[config.mk]
export PLATFORM = sky130hd
export DESIGN_NAME = pcs_stack_slice
export DESIGN_NICKNAME = d
export VERILOG_FILES = /design/src/design/pcs_pkg.sv /design/src/design/pcs_stack_slice.sv
export SDC_FILE = /design/constraint.sdc
export NUM_CORES = 1
export LEC_CHECK = 0
export ABC_CLOCK_PERIOD_IN_PS = 3100
export CAP_MARGIN = 10
export CORE_AREA = 3 3 85 87
export CTS_CLUSTER_SIZE = 40
export DETAILED_ROUTE_END_ITERATION = 8
export DIE_AREA = 0 0 88 90
export DONT_BUFFER_PORTS = 1
export PLACE_DENSITY = 0.87
export SLEW_MARGIN = 20
export SYNTH_ARGS = -nofsm -noshare
export SYNTH_HDL_FRONTEND = slang
export SYNTH_SLANG_ARGS = --single-unit
export TNS_END_PERCENT = 10
[constraint.sdc]
create_clock -name ref_clk -period 3.1 [get_ports ref_clk]
set_input_delay 0.62 -clock ref_clk [delete_from_list [all_inputs] [get_ports ref_clk]]
set_output_delay 0.62 -clock ref_clk [all_outputs]
set_load 0.02 [all_outputs]
[src/design/pcs_pkg.sv]
package pcs_pkg;

  // ************************************************************
  // geometry
  // ************************************************************
  localparam int WIDTH = 4;
  localparam int DEPTH = 16;
  localparam int IDX_W = 4;

  localparam logic [IDX_W-1:0] IDX_BOTTOM = 4'h0;
  localparam logic [IDX_W-1:0] IDX_TOP = 4'hF;
  localparam logic [IDX_W-1:0] IDX_ONE = 4'h1;
  localparam logic [WIDTH-1:0] WORD_ZERO = 4'h0;
  localparam logic [WIDTH-1:0] WORD_ONE = 4'h1;
  localparam logic [WIDTH-1:0] WORD_ALL_ONES = 4'hF;

  // ************************************************************
  // default operation decode (configurable at the top)
  // ************************************************************
  localparam logic [1:0] CODE_FETCH = 2'h0;
  localparam logic [1:0] CODE_BRANCH = 2'h1;
  localparam logic [1:0] CODE_CALL = 2'h2;
  localparam logic [1:0] CODE_RETURN = 2'h3;

  // decoded operation, one-hot
  typedef enum logic [3:0] {
    OP_FETCH = 4'b0001,
    OP_BRANCH = 4'b0010,
    OP_CALL = 4'b0100,
    OP_RETURN = 4'b1000
  } pcs_op_type;

  // outward status carried together
  typedef struct packed {
    logic carry_out_n;
    logic stack_full_n;
    logic stack_empty_n;
  } pcs_status_type;

  // pad drive pair for a tri-state bus
  typedef struct packed {
    logic [WIDTH-1:0] value;
    logic [WIDTH-1:0] oe;
  } pcs_bus_drive_type;

  // all state of the slice
  typedef struct packed {
    logic [DEPTH-1:0][WIDTH-1:0] mem;
    logic [IDX_W-1:0] stack_index;
    logic [WIDTH-1:0] out_latch;
    logic phase_low_q;
    pcs_bus_drive_type obus;
    pcs_bus_drive_type xbus;
    pcs_status_type status;
  } pcs_state_type;

endpackage

[src/design/pcs_stack_slice.sv]
`timescale 1ns/1ns
// ************************************************************
// program counter stack slice
// ************************************************************
// Sampled model: the slice runs on ref_clk; phase_clock, execute_n
// and the other pins are synchronous levels. The low clock phase with
// execute_n low is the "write window"; the low-to-high phase_clock
// transition that ends the window commits the stack index.
module pcs_stack_slice #(
  parameter logic [1:0] FETCH_CODE = pcs_pkg::CODE_FETCH,
  parameter logic [1:0] BRANCH_CODE = pcs_pkg::CODE_BRANCH,
  parameter logic [1:0] CALL_CODE = pcs_pkg::CODE_CALL,
  parameter logic [1:0] RETURN_CODE = pcs_pkg::CODE_RETURN
) (
  // clock and reset
  input wire logic ref_clk,
  input wire logic nrst,
  // sequencer controls
  input wire logic phase_clock,
  input wire logic execute_n,
  input wire logic [1:0] operation_code_inputs,
  input wire logic master_reset_n,
  input wire logic carry_in_n,
  input wire logic output_bus_enable_n,
  // data in, active high, stored as given
  input wire logic [pcs_pkg::WIDTH-1:0] input_data_bus,
  // output data bus, uninverted latch word, tri-state
  output logic [pcs_pkg::WIDTH-1:0] output_data_bus_n,
  output logic [pcs_pkg::WIDTH-1:0] output_data_bus_oe,
  // address bus, tri-state
  output logic [pcs_pkg::WIDTH-1:0] fetch_address_bus,
  output logic [pcs_pkg::WIDTH-1:0] fetch_address_bus_oe,
  // status
  output logic carry_out_n,
  output logic stack_full_n,
  output logic stack_empty_n
);

  // ************************************************************
  // state
  // ************************************************************
  pcs_pkg::pcs_state_type state_reg;
  pcs_pkg::pcs_state_type state_next;
  pcs_pkg::pcs_op_type op;
  logic write_window;
  logic [pcs_pkg::IDX_W-1:0] mem_addr;
  logic [pcs_pkg::WIDTH-1:0] mem_rd;
  logic [pcs_pkg::WIDTH-1:0] wr_data;
  logic wr_en;

  // operation decode from configurable codes
  always_comb begin
    if (operation_code_inputs == FETCH_CODE) begin
      op = pcs_pkg::OP_FETCH;
    end else if (operation_code_inputs == BRANCH_CODE) begin
      op = pcs_pkg::OP_BRANCH;
    end else if (operation_code_inputs == CALL_CODE) begin
      op = pcs_pkg::OP_CALL;
    end else begin
      op = pcs_pkg::OP_RETURN;
    end
  end

  // ************************************************************
  // datapath
  // ************************************************************
  // write window closes as soon as either clock or execute is high
  assign write_window = !phase_clock && !execute_n;

  // memory address: index, or index +/- 1 while executing call/return
  always_comb begin
    mem_addr = state_reg.stack_index;
    if (!execute_n) begin
      unique case (op)
        pcs_pkg::OP_CALL: mem_addr = state_reg.stack_index + pcs_pkg::IDX_ONE;
        pcs_pkg::OP_RETURN: mem_addr = state_reg.stack_index - pcs_pkg::IDX_ONE;
        default: mem_addr = state_reg.stack_index;
      endcase
    end
  end

  assign mem_rd = state_reg.mem[mem_addr];

  // input multiplexer: incrementor for fetch, data bus otherwise
  always_comb begin
    wr_data = input_data_bus;
    wr_en = 1'b0;
    unique case (op)
      pcs_pkg::OP_FETCH: begin
        // carry in high makes this an iterative fetch
        wr_data = carry_in_n ? state_reg.out_latch
                             : state_reg.out_latch + pcs_pkg::WORD_ONE;
        wr_en = write_window;
      end
      pcs_pkg::OP_BRANCH: wr_en = write_window;
      pcs_pkg::OP_CALL: wr_en = write_window;
      pcs_pkg::OP_RETURN: wr_en = 1'b0;
    endcase
  end

  // next state of the whole slice
  always_comb begin
    state_next = state_reg;
    state_next.phase_low_q = write_window;
    // latches transparent unless the clock is low while executing
    if (!write_window) begin
      state_next.out_latch = mem_rd;
    end
    if (wr_en) begin
      state_next.mem[mem_addr] = wr_data;
    end
    // index commits on the rising clock that ends the window
    if (state_reg.phase_low_q && phase_clock) begin
      unique case (op)
        pcs_pkg::OP_CALL: state_next.stack_index = state_reg.stack_index + pcs_pkg::IDX_ONE;
        pcs_pkg::OP_RETURN: state_next.stack_index = state_reg.stack_index - pcs_pkg::IDX_ONE;
        default: state_next.stack_index = state_reg.stack_index;
      endcase
    end
    // output pads follow the latches
    state_next.obus.value = state_next.out_latch;
    state_next.obus.oe = {pcs_pkg::WIDTH{!output_bus_enable_n}};
    state_next.xbus.value = state_next.out_latch;
    state_next.xbus.oe = {pcs_pkg::WIDTH{write_window && op == pcs_pkg::OP_FETCH}};
    // status from the current memory address and counter word
    state_next.status.carry_out_n = !(state_next.out_latch == pcs_pkg::WORD_ALL_ONES);
    state_next.status.stack_full_n = !(mem_addr == pcs_pkg::IDX_TOP);
    state_next.status.stack_empty_n = !(mem_addr == pcs_pkg::IDX_BOTTOM);
    // master reset overrides the index, latch, address bus and status; output_bus_enable_n still drives the output bus
    if (!master_reset_n) begin
      state_next.stack_index = pcs_pkg::IDX_BOTTOM;
      state_next.mem[pcs_pkg::IDX_BOTTOM] = pcs_pkg::WORD_ZERO;
      state_next.out_latch = pcs_pkg::WORD_ZERO;
      state_next.phase_low_q = 1'b0;
      state_next.xbus.oe = {pcs_pkg::WIDTH{1'b0}};
      state_next.status.stack_empty_n = 1'b0;
      state_next.status.stack_full_n = 1'b1;
      state_next.status.carry_out_n = 1'b1;
    end
  end

  // register the slice; async reset clears all state, output bus enable and whole memory included, with the flags master reset sets
  always_ff @(posedge ref_clk or negedge nrst) begin
    if (!nrst) begin
      state_reg <= '0;
      state_reg.status.stack_full_n <= 1'b1;
      state_reg.status.carry_out_n <= 1'b1;
    end else begin
      state_reg <= state_next;
    end
  end

  // ************************************************************
  // outputs, straight from flip-flops
  // ************************************************************
  assign output_data_bus_n = state_reg.obus.value;
  assign output_data_bus_oe = state_reg.obus.oe;
  assign fetch_address_bus = state_reg.xbus.value;
  assign fetch_address_bus_oe = state_reg.xbus.oe;
  assign carry_out_n = state_reg.status.carry_out_n;
  assign stack_full_n = state_reg.status.stack_full_n;
  assign stack_empty_n = state_reg.status.stack_empty_n;

endmodule // pcs_stack_slice

== Word-level counts from Yosys, hierarchy flattened ==
Index checks and enable logic that the tools add are counted.
Storage, ports and cells
  flip-flop bits (word level): 85
  input bits: 13
Operators by class
  multiplexer cells: 18
  equality and inequality tests: 10
  add/sub/neg operators: 3
  reduce and logical (&&, ||, !) cells: 13
  $lt $le $gt $ge: 2
Operators with widths (number)
  $bwmux 64: 1
  $mux 4: 11
  $bmux 4 s4: 1
  $demux 4 s4: 1
  $mux 13: 1
  $eq 4x4->1 const B: 3
  $add 4x1->4 const B: 2
  $pmux 4 s2: 1
  $mux 7: 1
  $logic_not 1->1: 6
  $lt 4x5->1 const B: 1
  $eq 4x1->1 const B: 1
  $eq 4x2->1 const B: 1
  $eq 4x3->1 const B: 1
  $ge 4x1->1 const B: 1
  $logic_and 1x1->1: 4
  $logic_not 4->1: 1
  $ne 2x1->1 const B: 2
  $sub 4x1->4 const B: 1
  $reduce_or 3->1: 1
  $eq 2x1->1 const B: 1
  $eq 2x2->1 const B: 1
  $logic_not 2->1: 1
  $pmux 1 s2: 1

== Longest topological paths before layout ==
Gate-level depths: netlist of the first run.
  word-level depth: 14
  gate-level depth with buffers: 11

== Worst setup path before layout of the first run ==
Ideal clock, no wire load.
  path kind: in2reg
  start: input port operation_code_inputs[0]
  end: register, netlist name carry_out_n
  data arrival time: 2645 ps
  stages: 11
  required time: 3006 ps
  path buffers: 1
  slack: 361 ps
  setup time: 94 ps
  cell sequence: nand2_1 -> xnor2_1 -> ha_1 -> nor2b_1 -> o21ai_0 -> xor2_1 -> clkbuf_8 -> nand3_1 -> a41oi_1 -> a21oi_1 -> or4_1
RTL lines
  start, declared: line pcs_stack_slice.sv:21  | input wire logic [1:0] operation_code_inputs,

== Final worst setup path of the first run ==
  start: register state_reg[24] (netlist bit)
  end: register state_reg[66] (netlist bit)
Between the ends
  longest elaborated chain between the ends: 8
  elaborated cells between the ends (all ways): 10
  those cells by class: add/sub (2); order compare (2); mux (5); reduce/logical (1)
Ends and longest elaborated chain
  start, declared: line pcs_stack_slice.sv:42  | pcs_pkg::pcs_state_type state_reg;
  start signal, assigned: line pcs_stack_slice.sv:149  | state_reg <= state_next;
  $sub 4x1->4 or $add 4x1->4 (tied branches): line pcs_stack_slice.sv:76, pcs_stack_slice.sv:75
  $pmux 4 s2
  $mux 4 *: line pcs_stack_slice.sv:73  | if (!execute_n) begin
  $lt 4x5->1 (not written as such) or $ge 4x1->1 (tied branches): line pcs_stack_slice.sv:110  | state_next.mem[mem_addr] = wr_data;
  $logic_and 1x1->1 (not written as such): line pcs_stack_slice.sv:110
  $mux 4 (not written as such): line pcs_stack_slice.sv:110
  $demux 4 s4 *: line pcs_stack_slice.sv:110
  $bwmux 64 *: line pcs_stack_slice.sv:110
Mark *: on every way between the ends. The rest lies on a longest branch, timed or not.
A chain may end at the register's enable or synchronous reset.

==> flow_summary_export.csv, run 1 <==
group,metric,value,unit
outcome,status,"finished clean",
cts,clk_pin_slew_worst_paths,0.09,ns
yosys,ys.flop_type,"dfrtp_1",
timing,fmax,347.4,MHz
floorplan,initial_core_util,0.6295,
floorplan,io_pins,32,
finish,post-route-util,0.6606,
route,antenna_left,0,
placement,portBuffers,0,
timing,fin_crit_sh,0.9285,
yosys,syn_nets,342,
global_routing,antenna_found_initial,0,
cts,root_buffer,"clkbuf_8",
route,vias,2513,
hold_path,holdCritPathClass,"in2async",
cts,cts_tree,"built",
flow_run,cap_viol_max_count,0,
route,via_per_inst,6.298,
timing,min_period,2.878,ns
yosys,yosysWarnings,0,
global_routing,first_global_vias,2475,
global_routing,grt_usage,0.2141,
yosys,async_flop_share,1.000,
setup_path,cp-start-kind,"flip-flop",
timing,rsz0062_at_grt,"no",
yosys,postSynthAreaPerCell,12.36,um^2
global_routing,grt_max_degree,81,
yosys,ys_types,39,
yosys,synth_area,4043,um^2
route,wl_per_cell,19.02,um
timing,slew_viol_final,0,
cts,cts_buffers,9,
yosys,ys_seq_area_frac,0.5082,
route,drc_errors,0,
setup_path,arrival,3.13,ns
finish,drive_above_1_share,0.2981,
timing,worstMarginPinSlew,0.8440,ns
floorplan,dieArea,7920,um^2
yosys,yosys-top-cells-area,"dfrtp_1 50%, mux2_2 13%, mux4_2 6.1%",
setup_path,critPathKind,"reg2reg",
timing,setup_viol,0,
global_routing,grt_pass1_wl,12700,um
route,drtIter0Drc,196,
finish,largest_reg_flops,73,
cts,cts_resized,0,
power,leakagePower,1.972,nW
route,first_pass_iters,4,
setup_path,endpoint_kind,"flip-flop",
cts,insertion_delay,0.36,ns
setup_path,cp.required,3.36,ns
timing,fin_skew,0.01204,ns
placement,place_congestion,0.8313,
finish,layout.nets,333,
setup_path,crit_fanout,12,
cts,htree_levels,3,
yosys,synth_top_area_frac,0.4952,
yosys,synthCells,327,
floorplan,rows,29,
timing,fin_setup_tns,0,ns
floorplan,core,6422,um^2
placement,place_hpwl,5266,um
floorplan,dieHeight,90,um
power,ir_drop,0.0003257,V
timing,max_slew_margin,0.4374,
power,power_density,560.5,nW/um^2
yosys,synth_seq_cells,82,
floorplan,die_x,88,um
cts,ctsLongestPathBuffers,2,
yosys,synth_top_cell_by_area,"dfrtp_1",
finish,area_growth,4.952,%
route,wl,7590,um
finish,n_antenna_cell,0,
timing,hold_viol_final,0,
yosys,synth_enable_flop_cells,0,
global_routing,grt_overflow,0,
cts,clkSinkCount,82,
==> cells in the final DEF (no fill, tap or decap), types with 3 or more instances in the layout <==
| cell | synthesis | final |
|---|---|---|
| dfrtp_1 | 80 | 80 |
| buf_4 | 17 | 10 |
| mux2_2 | 46 | 46 |
| nand2_1 | 14 | 14 |
| a21oi_1 | 19 | 19 |
| nor2_1 | 38 | 38 |
| xnor2_1 | 5 | 5 |
| a41oi_1 | 3 | 3 |
| nor2b_1 | 3 | 3 |
| o21ai_0 | 9 | 9 |
| mux2i_1 | 5 | 5 |
| nand3_1 | 18 | 18 |
| xor2_1 | 5 | 4 |
| inv_1 | 6 | 6 |
| mux4_2 | 11 | 11 |
| mux4_1 | 5 | 5 |
| nand4_1 | 3 | 3 |
| clkbuf_8 | 4 | 9 |
==> synthesized netlist by cell type, drive strengths merged, types with 3 or more instances <==
cell and number:
dfrtp 80, mux2 46, nor2 38, buf 20, a21oi 19, nand3 18
mux4 16, nand2 14, clkbuf 12, o21ai 9, inv 6, xor2 6
mux2i 5, xnor2 5, or3 4, a41oi 3, nand4 3, nor2b 3
==> final timing paths <==
check                                     startpoint                               to  slack (ns)  cells after the start
min reg2reg                state_reg[40]$_DFFE_PN0P_        state_reg[40]$_DFFE_PN0P_        0.50                      2
max reg2reg                state_reg[24]$_DFFE_PN0P_        state_reg[66]$_DFFE_PN0P_        0.22                      6
max                        state_reg[24]$_DFFE_PN0P_        state_reg[66]$_DFFE_PN0P_        0.22                      6
max in group asynchronous                       nrst  output_data_bus_oe[0]$_DFF_PN0_        2.65                      1
min in group ref_clk             output_bus_enable_n  output_data_bus_oe[0]$_DFF_PN0_        0.31                      1
min                                             nrst           stack_full_n$_DFF_PN1_        0.09                      0
==> cells by family after synthesis <==
logic type                 after synthesis  share of synthesized area
AOI/OAI and AO/OA                       34                    0.04983
xor gates and xnor gates                11                    0.02569
adders and majority gates                2                   0.006189
buffers and inverters                   38                    0.06499
DFF                                     82                     0.5082
muxes                                   67                     0.2343
and+or+nand+nor                         93                     0.1108
==> worst max-delay path, cell delays in order (launching register included) <==
cell	delay [ns]
dfrtp_1	0.47
or4b_4	0.60
a21boi_4	0.22
xor2_2	0.45
nand2_1	0.22
nor2_1	0.42
mux2_2	0.39
==> cell type report <==
cell class,count,area [um^2]
Clock buffer,9,123.9
Clock inverter,6,90.09
Inverter,6,22.52
Sequential cell,82,2054
Timing Repair Buffer,12,122.6
Tap cell,77,96.34
Fill cell,447,2180
Multi-Input combinational cell,207,1733
==> metrics by stage <==
step	instance area (um^2)	setup WS [ns]	std cells	total power, W	hold WS (ns)
after floorplan	4043	0.3611	327	0.001490	0.3244
after global placement	4001	0.2132	383	0.001517	0.3280
after detailed placement	4001	0.1035	383	0.001533	0.3274
after CTS	4243	0.2146	399	0.002393	0.08093
after global routing	4243	0.06409	399	0.002489	0.06474
final	4243	0.2217	399	0.002378	0.09469
==> per-layer routing <==
metal	up-vias	GRT usage	share of wire
met5	-	0	0
met4	0	0.09591	0.030
met3	22	0.07770	0.069
met2	90	0.3122	0.47
met1	1274	0.2853	0.43
li1	1127	-	-
==> where the power goes <==
part / switching [W] / internal [W]
combinational: 0.000145 / 0.000147
sequential: 0.0000810 / 0.00116
clock: 0.000389 / 0.000453
total: 0.000615 / 0.00176
==> what timing repair did <==
| item | in CTS | in global routing |
|---|---|---|
| hold buffers | 1 | 0 |
| hold endpoints to repair | 80 | 0 |
| setup buffers | 0 | 0 |
Note: power is estimated with default switching activity, not from simulation.
==> run 2: changes to the inputs <==
REMOVE_ABC_BUFFERS = 1   (was unset)
==> run 2 against run 1 <==
Total power shrank 1.4%. Register-to-register slack got worse by 0.08 ns. Sequential power about the same. Wire length up 4.3%. Via count rose by 0.68%. Core utilization is 0.16 points lower. Hold slack worse by 0.0045 ns. Clock skew fell by 0.0021 ns. Final cell count is the same. Highest routed layer unchanged.
==> flow_summary_export.csv, run 2 (synthesis gave the netlist of run 1 again) <==
group,metric,value,unit
outcome,status,"finished clean",
power,ir_drop,0.0002778,V
placement,post_dp_cell_area,3994,um^2
placement,dp.cells,382,
floorplan,rows,29,
finish,most-common-layout-cells,"80 x dfrtp_1, 46 x mux2_2, 37 x nor2_1",
route,antenna_left,0,
placement,pre_cts_ws,0.1280,ns
route,drtIter0Drc,227,
cts,root_buffer,"clkbuf_8",
setup_path,regToRegSetupSlack,0.14,ns
setup_path,cp-endpoint,"state_reg[57]$_DFFE_PN0P_",
finish,final_cells,399,
setup_path,cp-start-kind,"flip-flop",
finish,largest_reg_flops,73,
floorplan,die_x,88,um
cts,htree_levels,3,
global_routing,grt_max_degree,81,
timing,hold_viol_final,0,
timing,rsz0062_at_grt,"yes",
global_routing,antenna_found_initial,0,
finish,drive_above_1_share,0.3012,
setup_path,crit_fanout,12,
setup_path,critPathLaunch,"state_reg[24]$_DFFE_PN0P_",
route,wl,7916,um
finish,post-route-util,0.6591,
route,vias,2530,
global_routing,grt_pass1_wl,13250,um
floorplan,io_pins,32,
hold_path,holdCritPathClass,"in2async",
cts,cts_setup_buffers,0,
finish,area_growth,4.704,%
setup_path,r2r-start,"state_reg[24]$_DFFE_PN0P_",
finish,fin_area,4233,um^2
floorplan,dieArea,7920,um^2
route,drc_errors,0,
setup_path,worstRegToRegCells,6,
route,wl_per_cell,19.84,um
finish,multiInputGateArea,1735,um^2
cts,cts_buffers,9,
floorplan,initial_core_util,0.6295,
timing,slew_viol_final,0,
finish,n_antenna_cell,0,
route,first_pass_iters,4,
finish,final_common_cell,"dfrtp_1",
setup_path,r2r-end,"state_reg[57]$_DFFE_PN0P_",
finish,fillCellCount,434,
setup_path,endpoint_kind,"flip-flop",
cts,cts_tree,"built",
cts,ctsLongestPathBuffers,2,
floorplan,dieHeight,90,um
floorplan,core,6422,um^2
global_routing,grt_usage,0.2193,
global_routing,first_global_vias,2588,
timing,setup_viol,0,
flow_run,cap_viol_max_count,0,
power,power_density,554.1,nW/um^2
global_routing,grt_overflow,0,
timing,max_slew_margin,0.3722,
cts,clk_pin_slew_worst_paths,0.09,ns
cts,insertion_delay,0.36,ns
timing,fin_crit_sh,0.9535,
timing,setup_ws,0.1441,ns
finish,register_area,2054,um^2
timing,min_period,2.956,ns
cts,clkSinkCount,82,
timing,fmax,338.3,MHz
setup_path,cp.required,3.35,ns
setup_path,critPathKind,"reg2reg",
timing,worstMarginPinSlew,0.9416,ns
placement,portBuffers,0,
timing,fin_setup_tns,0,ns
timing,fin_skew,0.009919,ns
route,via_per_inst,6.341,
finish,layout.nets,332,
setup_path,arrival,3.20,ns
placement,place_congestion,0.8839,
power,leakagePower,1.959,nW
placement,place_hpwl,5368,um
## run 2: through the flow
stage	power, W	hold WS [ns]
after global placement	0.001520	0.3261
final	0.002345	0.09019
after global routing	0.002449	0.07411
after floorplan	0.001450	0.3244
after detailed placement	0.001541	0.3261
after CTS	0.002357	0.08023
## run 2: worst max-delay path, stage by stage (launching register included)
cell and delay [ns]:
dfrtp_1 0.47, or4b_4 0.59, a21boi_4 0.22, xnor2_1 0.43, nand2_1 0.27, nor2_1 0.47, mux2_2 0.40
## run 2: cell type report
class	instances	area share
Clock buffer	10	0.03252
Timing Repair Buffer	11	0.02719
Sequential cell	82	0.4854
Multi-Input combinational cell	207	0.4100
Inverter	6	0.005321
Clock inverter	6	0.01685
Tap cell	77	0.02276
## run 2: metal layers
| layer | part of all wire | vias up | routed length (um) | GRT usage |
|---|---|---|---|---|
| met1 | 0.42 | 1282 | 3361 | 0.2983 |
| met2 | 0.48 | 99 | 3828 | 0.3304 |
| met3 | 0.066 | 20 | 520 | 0.05119 |
| met4 | 0.026 | 0 | 206 | 0.1036 |
| met5 | 0 | - | 0 | 0 |
| li1 | - | 1129 | - | - |
## run 2: report_power, final
part	total, W	switching (W)	leakage, nW	internal (W)
clock network	0.000802	0.000400	0.0999	0.000402
registers	0.00124	0.0000811	1.11	0.00116
logic	0.000299	0.000149	0.752	0.000150
## run 2: timing repair
action / CTS / global route
hold buffers: 1 / 0
endpoints found under the setup margin: 0 / 2
resized for setup: 0 / 1
endpoints found under the hold margin: 80 / 0
## run 2: how the worst min path moves through the flow
stage          from                              to  slack [ns]
2_1_floorplan  nrst  fetch_address_bus[0]$_DFF_PN0_        0.32
3_3_place_gp   nrst       state_reg[26]$_DFFE_PN0P_        0.33
3_5_place_dp   nrst       state_reg[26]$_DFFE_PN0P_        0.33
4_1_cts        nrst          stack_full_n$_DFF_PN1_        0.08
5_1_grt        nrst          stack_full_n$_DFF_PN1_        0.07
6_report       nrst          stack_full_n$_DFF_PN1_        0.09
==> run 3: changes to the inputs <==
ABC_CLOCK_PERIOD_IN_PS = 3680   (was 3100)
CORE_AREA = 3 3 83 85   (was 3 3 85 87)
CTS_BUF_LIST = sky130_fd_sc_hd__clkbuf_4   (was unset)
CTS_CLUSTER_SIZE = 28   (was 40)
DIE_AREA = 0 0 86 88   (was 0 0 88 90)
PLACE_DENSITY = 0.9   (was 0.87)
clock period = 3.68 ns   (was 3.1 ns; I/O delays follow)
==> run 3 against run 2 <==
Hold slack better by 0.047 ns. Cell area is 1.1% lower. First-iteration DRC count is 8.8% lower. Critical path depth is 1 higher. Via count is 0.12% lower. Clock skew is 0.0024 ns higher. Combinational power is 16% lower. Final cell count is 0.75% lower. Total power is 16% lower.
==> flow_summary_export.csv, run 3 (synthesis gave the netlist of run 1 again) <==
group,metric,value,unit
route,wl,8036,um
global_routing,antenna_found_initial,0,
global_routing,grt_pass1_wl,13270,um
placement,portBuffers,0,
cts,root_buffer,"clkbuf_4",
power,leakagePower,1.947,nW
floorplan,dieHeight,88,um
timing,slew_viol_final,0,
finish,final_common_cell,"dfrtp_1",
timing,fin_skew,0.01229,ns
global_routing,grt_overflow,0,
route,via_per_inst,6.381,
floorplan,rows,29,
finish,layout.nets,329,
cts,clkSinkCount,82,
finish,n_antenna_cell,0,
setup_path,path_cells,"or4b_4 -> a21boi_4 -> xnor2_1 -> nand3_1 -> a41oi_1 -> a21oi_1 -> or4_1",
power,pwr-share-seq,0.535,
timing,min_period,2.928,ns
power,swShare,0.2535,
cts,ctsLongestPathBuffers,2,
cts,cts_tree,"built",
setup_path,critPathBufInv,0,
global_routing,first_global_vias,2583,
setup_path,critPathKind,"reg2reg",
floorplan,io_pins,32,
hold_path,holdCritPathClass,"in2async",
setup_path,crit_path_max_incr_delay,0.59,ns
timing,rsz0062_at_grt,"no",
cts,cts_setup_buffers,0,
cts,insertion_delay,0.43,ns
power,p_comb_frac,0.128,
power,p_clk_frac,0.337,
setup_path,cp.required,4.03,ns
timing,hold_viol_final,0,
timing,fmax,341.5,MHz
global_routing,grt_usage,0.2322,
setup_path,arrival,3.27,ns
route,first_pass_iters,4,
power,fin_total_pwr,0.001959,W
power,power.internal,0.001462,W
cts,cts_buffers,9,
outcome,status,"finished clean",
setup_path,endpoint_kind,"flip-flop",
cts,cts_resized,0,
placement,place_congestion,0.8125,
setup_path,cp_top_family,"simple AND/OR/NAND/NOR gates",
global_routing,grt_max_degree,81,
route,antenna_left,0,
floorplan,core,6277,um^2
route,vias,2527,
timing,worstMarginPinSlew,0.8977,ns
timing,fin_crit_sh,0.7958,
finish,area_growth,3.528,%
route,drtIter0Drc,207,
cts,cts-hold-fix-buffers,1,
power,power_density,468.0,nW/um^2
cts,clk_pin_slew_worst_paths,0.12,ns
floorplan,die_x,86,um
finish,most-common-layout-cells,"80 x dfrtp_1, 46 x mux2_2, 38 x nor2_1",
route,wl_per_cell,20.29,um
setup_path,critPathSlowestCell,"or4b_4",
setup_path,cp-start-kind,"flip-flop",
route,drc_errors,0,
power,switching_power,0.0004965,W
power,ir_drop,0.0003011,V
cts,htree_levels,3,
floorplan,dieArea,7568,um^2
setup_path,crit_fanout,12,
finish,largest_reg_flops,73,
placement,place_hpwl,5469,um
finish,post-route-util,0.6667,
flow_run,cap_viol_max_count,0,
floorplan,initial_core_util,0.6440,
finish,drive_above_1_share,0.2915,
timing,max_slew_margin,0.3972,
timing,setup_viol,0,
-- run 3: cell count changes in the layout (fill, tap and decap cells not counted) --
cell / delta
bufinv_16: +2
clkbuf_4: +11
inv_6: -3
clkbuf_8: -10
buf_4: -3
nor2_1: +1
nor2_2: -1
clkinvlp_4: -2
clkinv_4: +1
clkinv_2: +1
-- run 3: worst paths after layout --
check / startpoint / cells after the start / endpoint / slack (ns)
setup / recovery: state_reg[24]$_DFFE_PN0P_ / 7 / carry_out_n$_DFF_PN1_ / 0.75
hold / removal: nrst / 0 / carry_out_n$_DFF_PN1_ / 0.14
setup reg to reg: state_reg[24]$_DFFE_PN0P_ / 7 / carry_out_n$_DFF_PN1_ / 0.75
hold reg to reg: state_reg[32]$_DFFE_PN0P_ / 2 / state_reg[32]$_DFFE_PN0P_ / 0.51
max in group asynchronous: nrst / 1 / state_reg[67]$_DFFE_PN0P_ / 3.17
min in group ref_clk: output_bus_enable_n / 1 / output_data_bus_oe[0]$_DFF_PN0_ / 0.35
-- run 3: per-layer routing --
metal,part of all wire,vias up,global-route usage
li1,-,1118,-
met1,0.41,1285,0.3062
met2,0.50,102,0.3763
met3,0.065,22,0.04610
met4,0.025,0,0.1036
met5,0,-,0
-- run 3: cell type report --
| class | count | area [um^2] |
|---|---|---|
| multi-input cells | 207 | 1733 |
| clock inverters | 5 | 103.9 |
| repair buffers | 8 | 92.59 |
| inverters | 6 | 22.52 |
| fillers | 429 | 2092 |
| clock buffers | 11 | 82.58 |
| flip-flops and latches | 82 | 2054 |
| well taps | 77 | 96.34 |
-- run 3: worst reg2reg max path: stages, from the launching register on --
cell and delay, ns:
dfrtp_1 0.49, or4b_4 0.59, a21boi_4 0.21, xnor2_1 0.42
nand3_1 0.23, a41oi_1 0.27, a21oi_1 0.10, or4_1 0.53
-- run 3: per-stage QoR --
stage / setup slack [ns] / hold slack, ns / setup TNS [ns] / cell area, um^2 / cells
3_5_place_dp: 0.4757 / 0.4421 / 0 / 3971 / 379
5_1_grt: 0.5732 / 0.1043 / 0 / 4185 / 396
3_3_place_gp: 0.5570 / 0.4421 / 0 / 3971 / 379
2_1_floorplan: -0.1750 / 0.4404 / -0.1750 / 3802 / 295
4_1_cts: 0.7913 / 0.1206 / 0 / 4185 / 396
6_report: 0.7516 / 0.1373 / 0 / 4185 / 396
-- run 3: power groups by stage --
stage	registers [W]	logic, W	clock network [W]
floorplan	0.00105	0.000174	0
global placement	0.00106	0.000217	0
detailed placement	0.00107	0.000229	0
CTS	0.00105	0.000250	0.000671
global route	0.00106	0.000274	0.000714
finish	0.00105	0.000250	0.000660
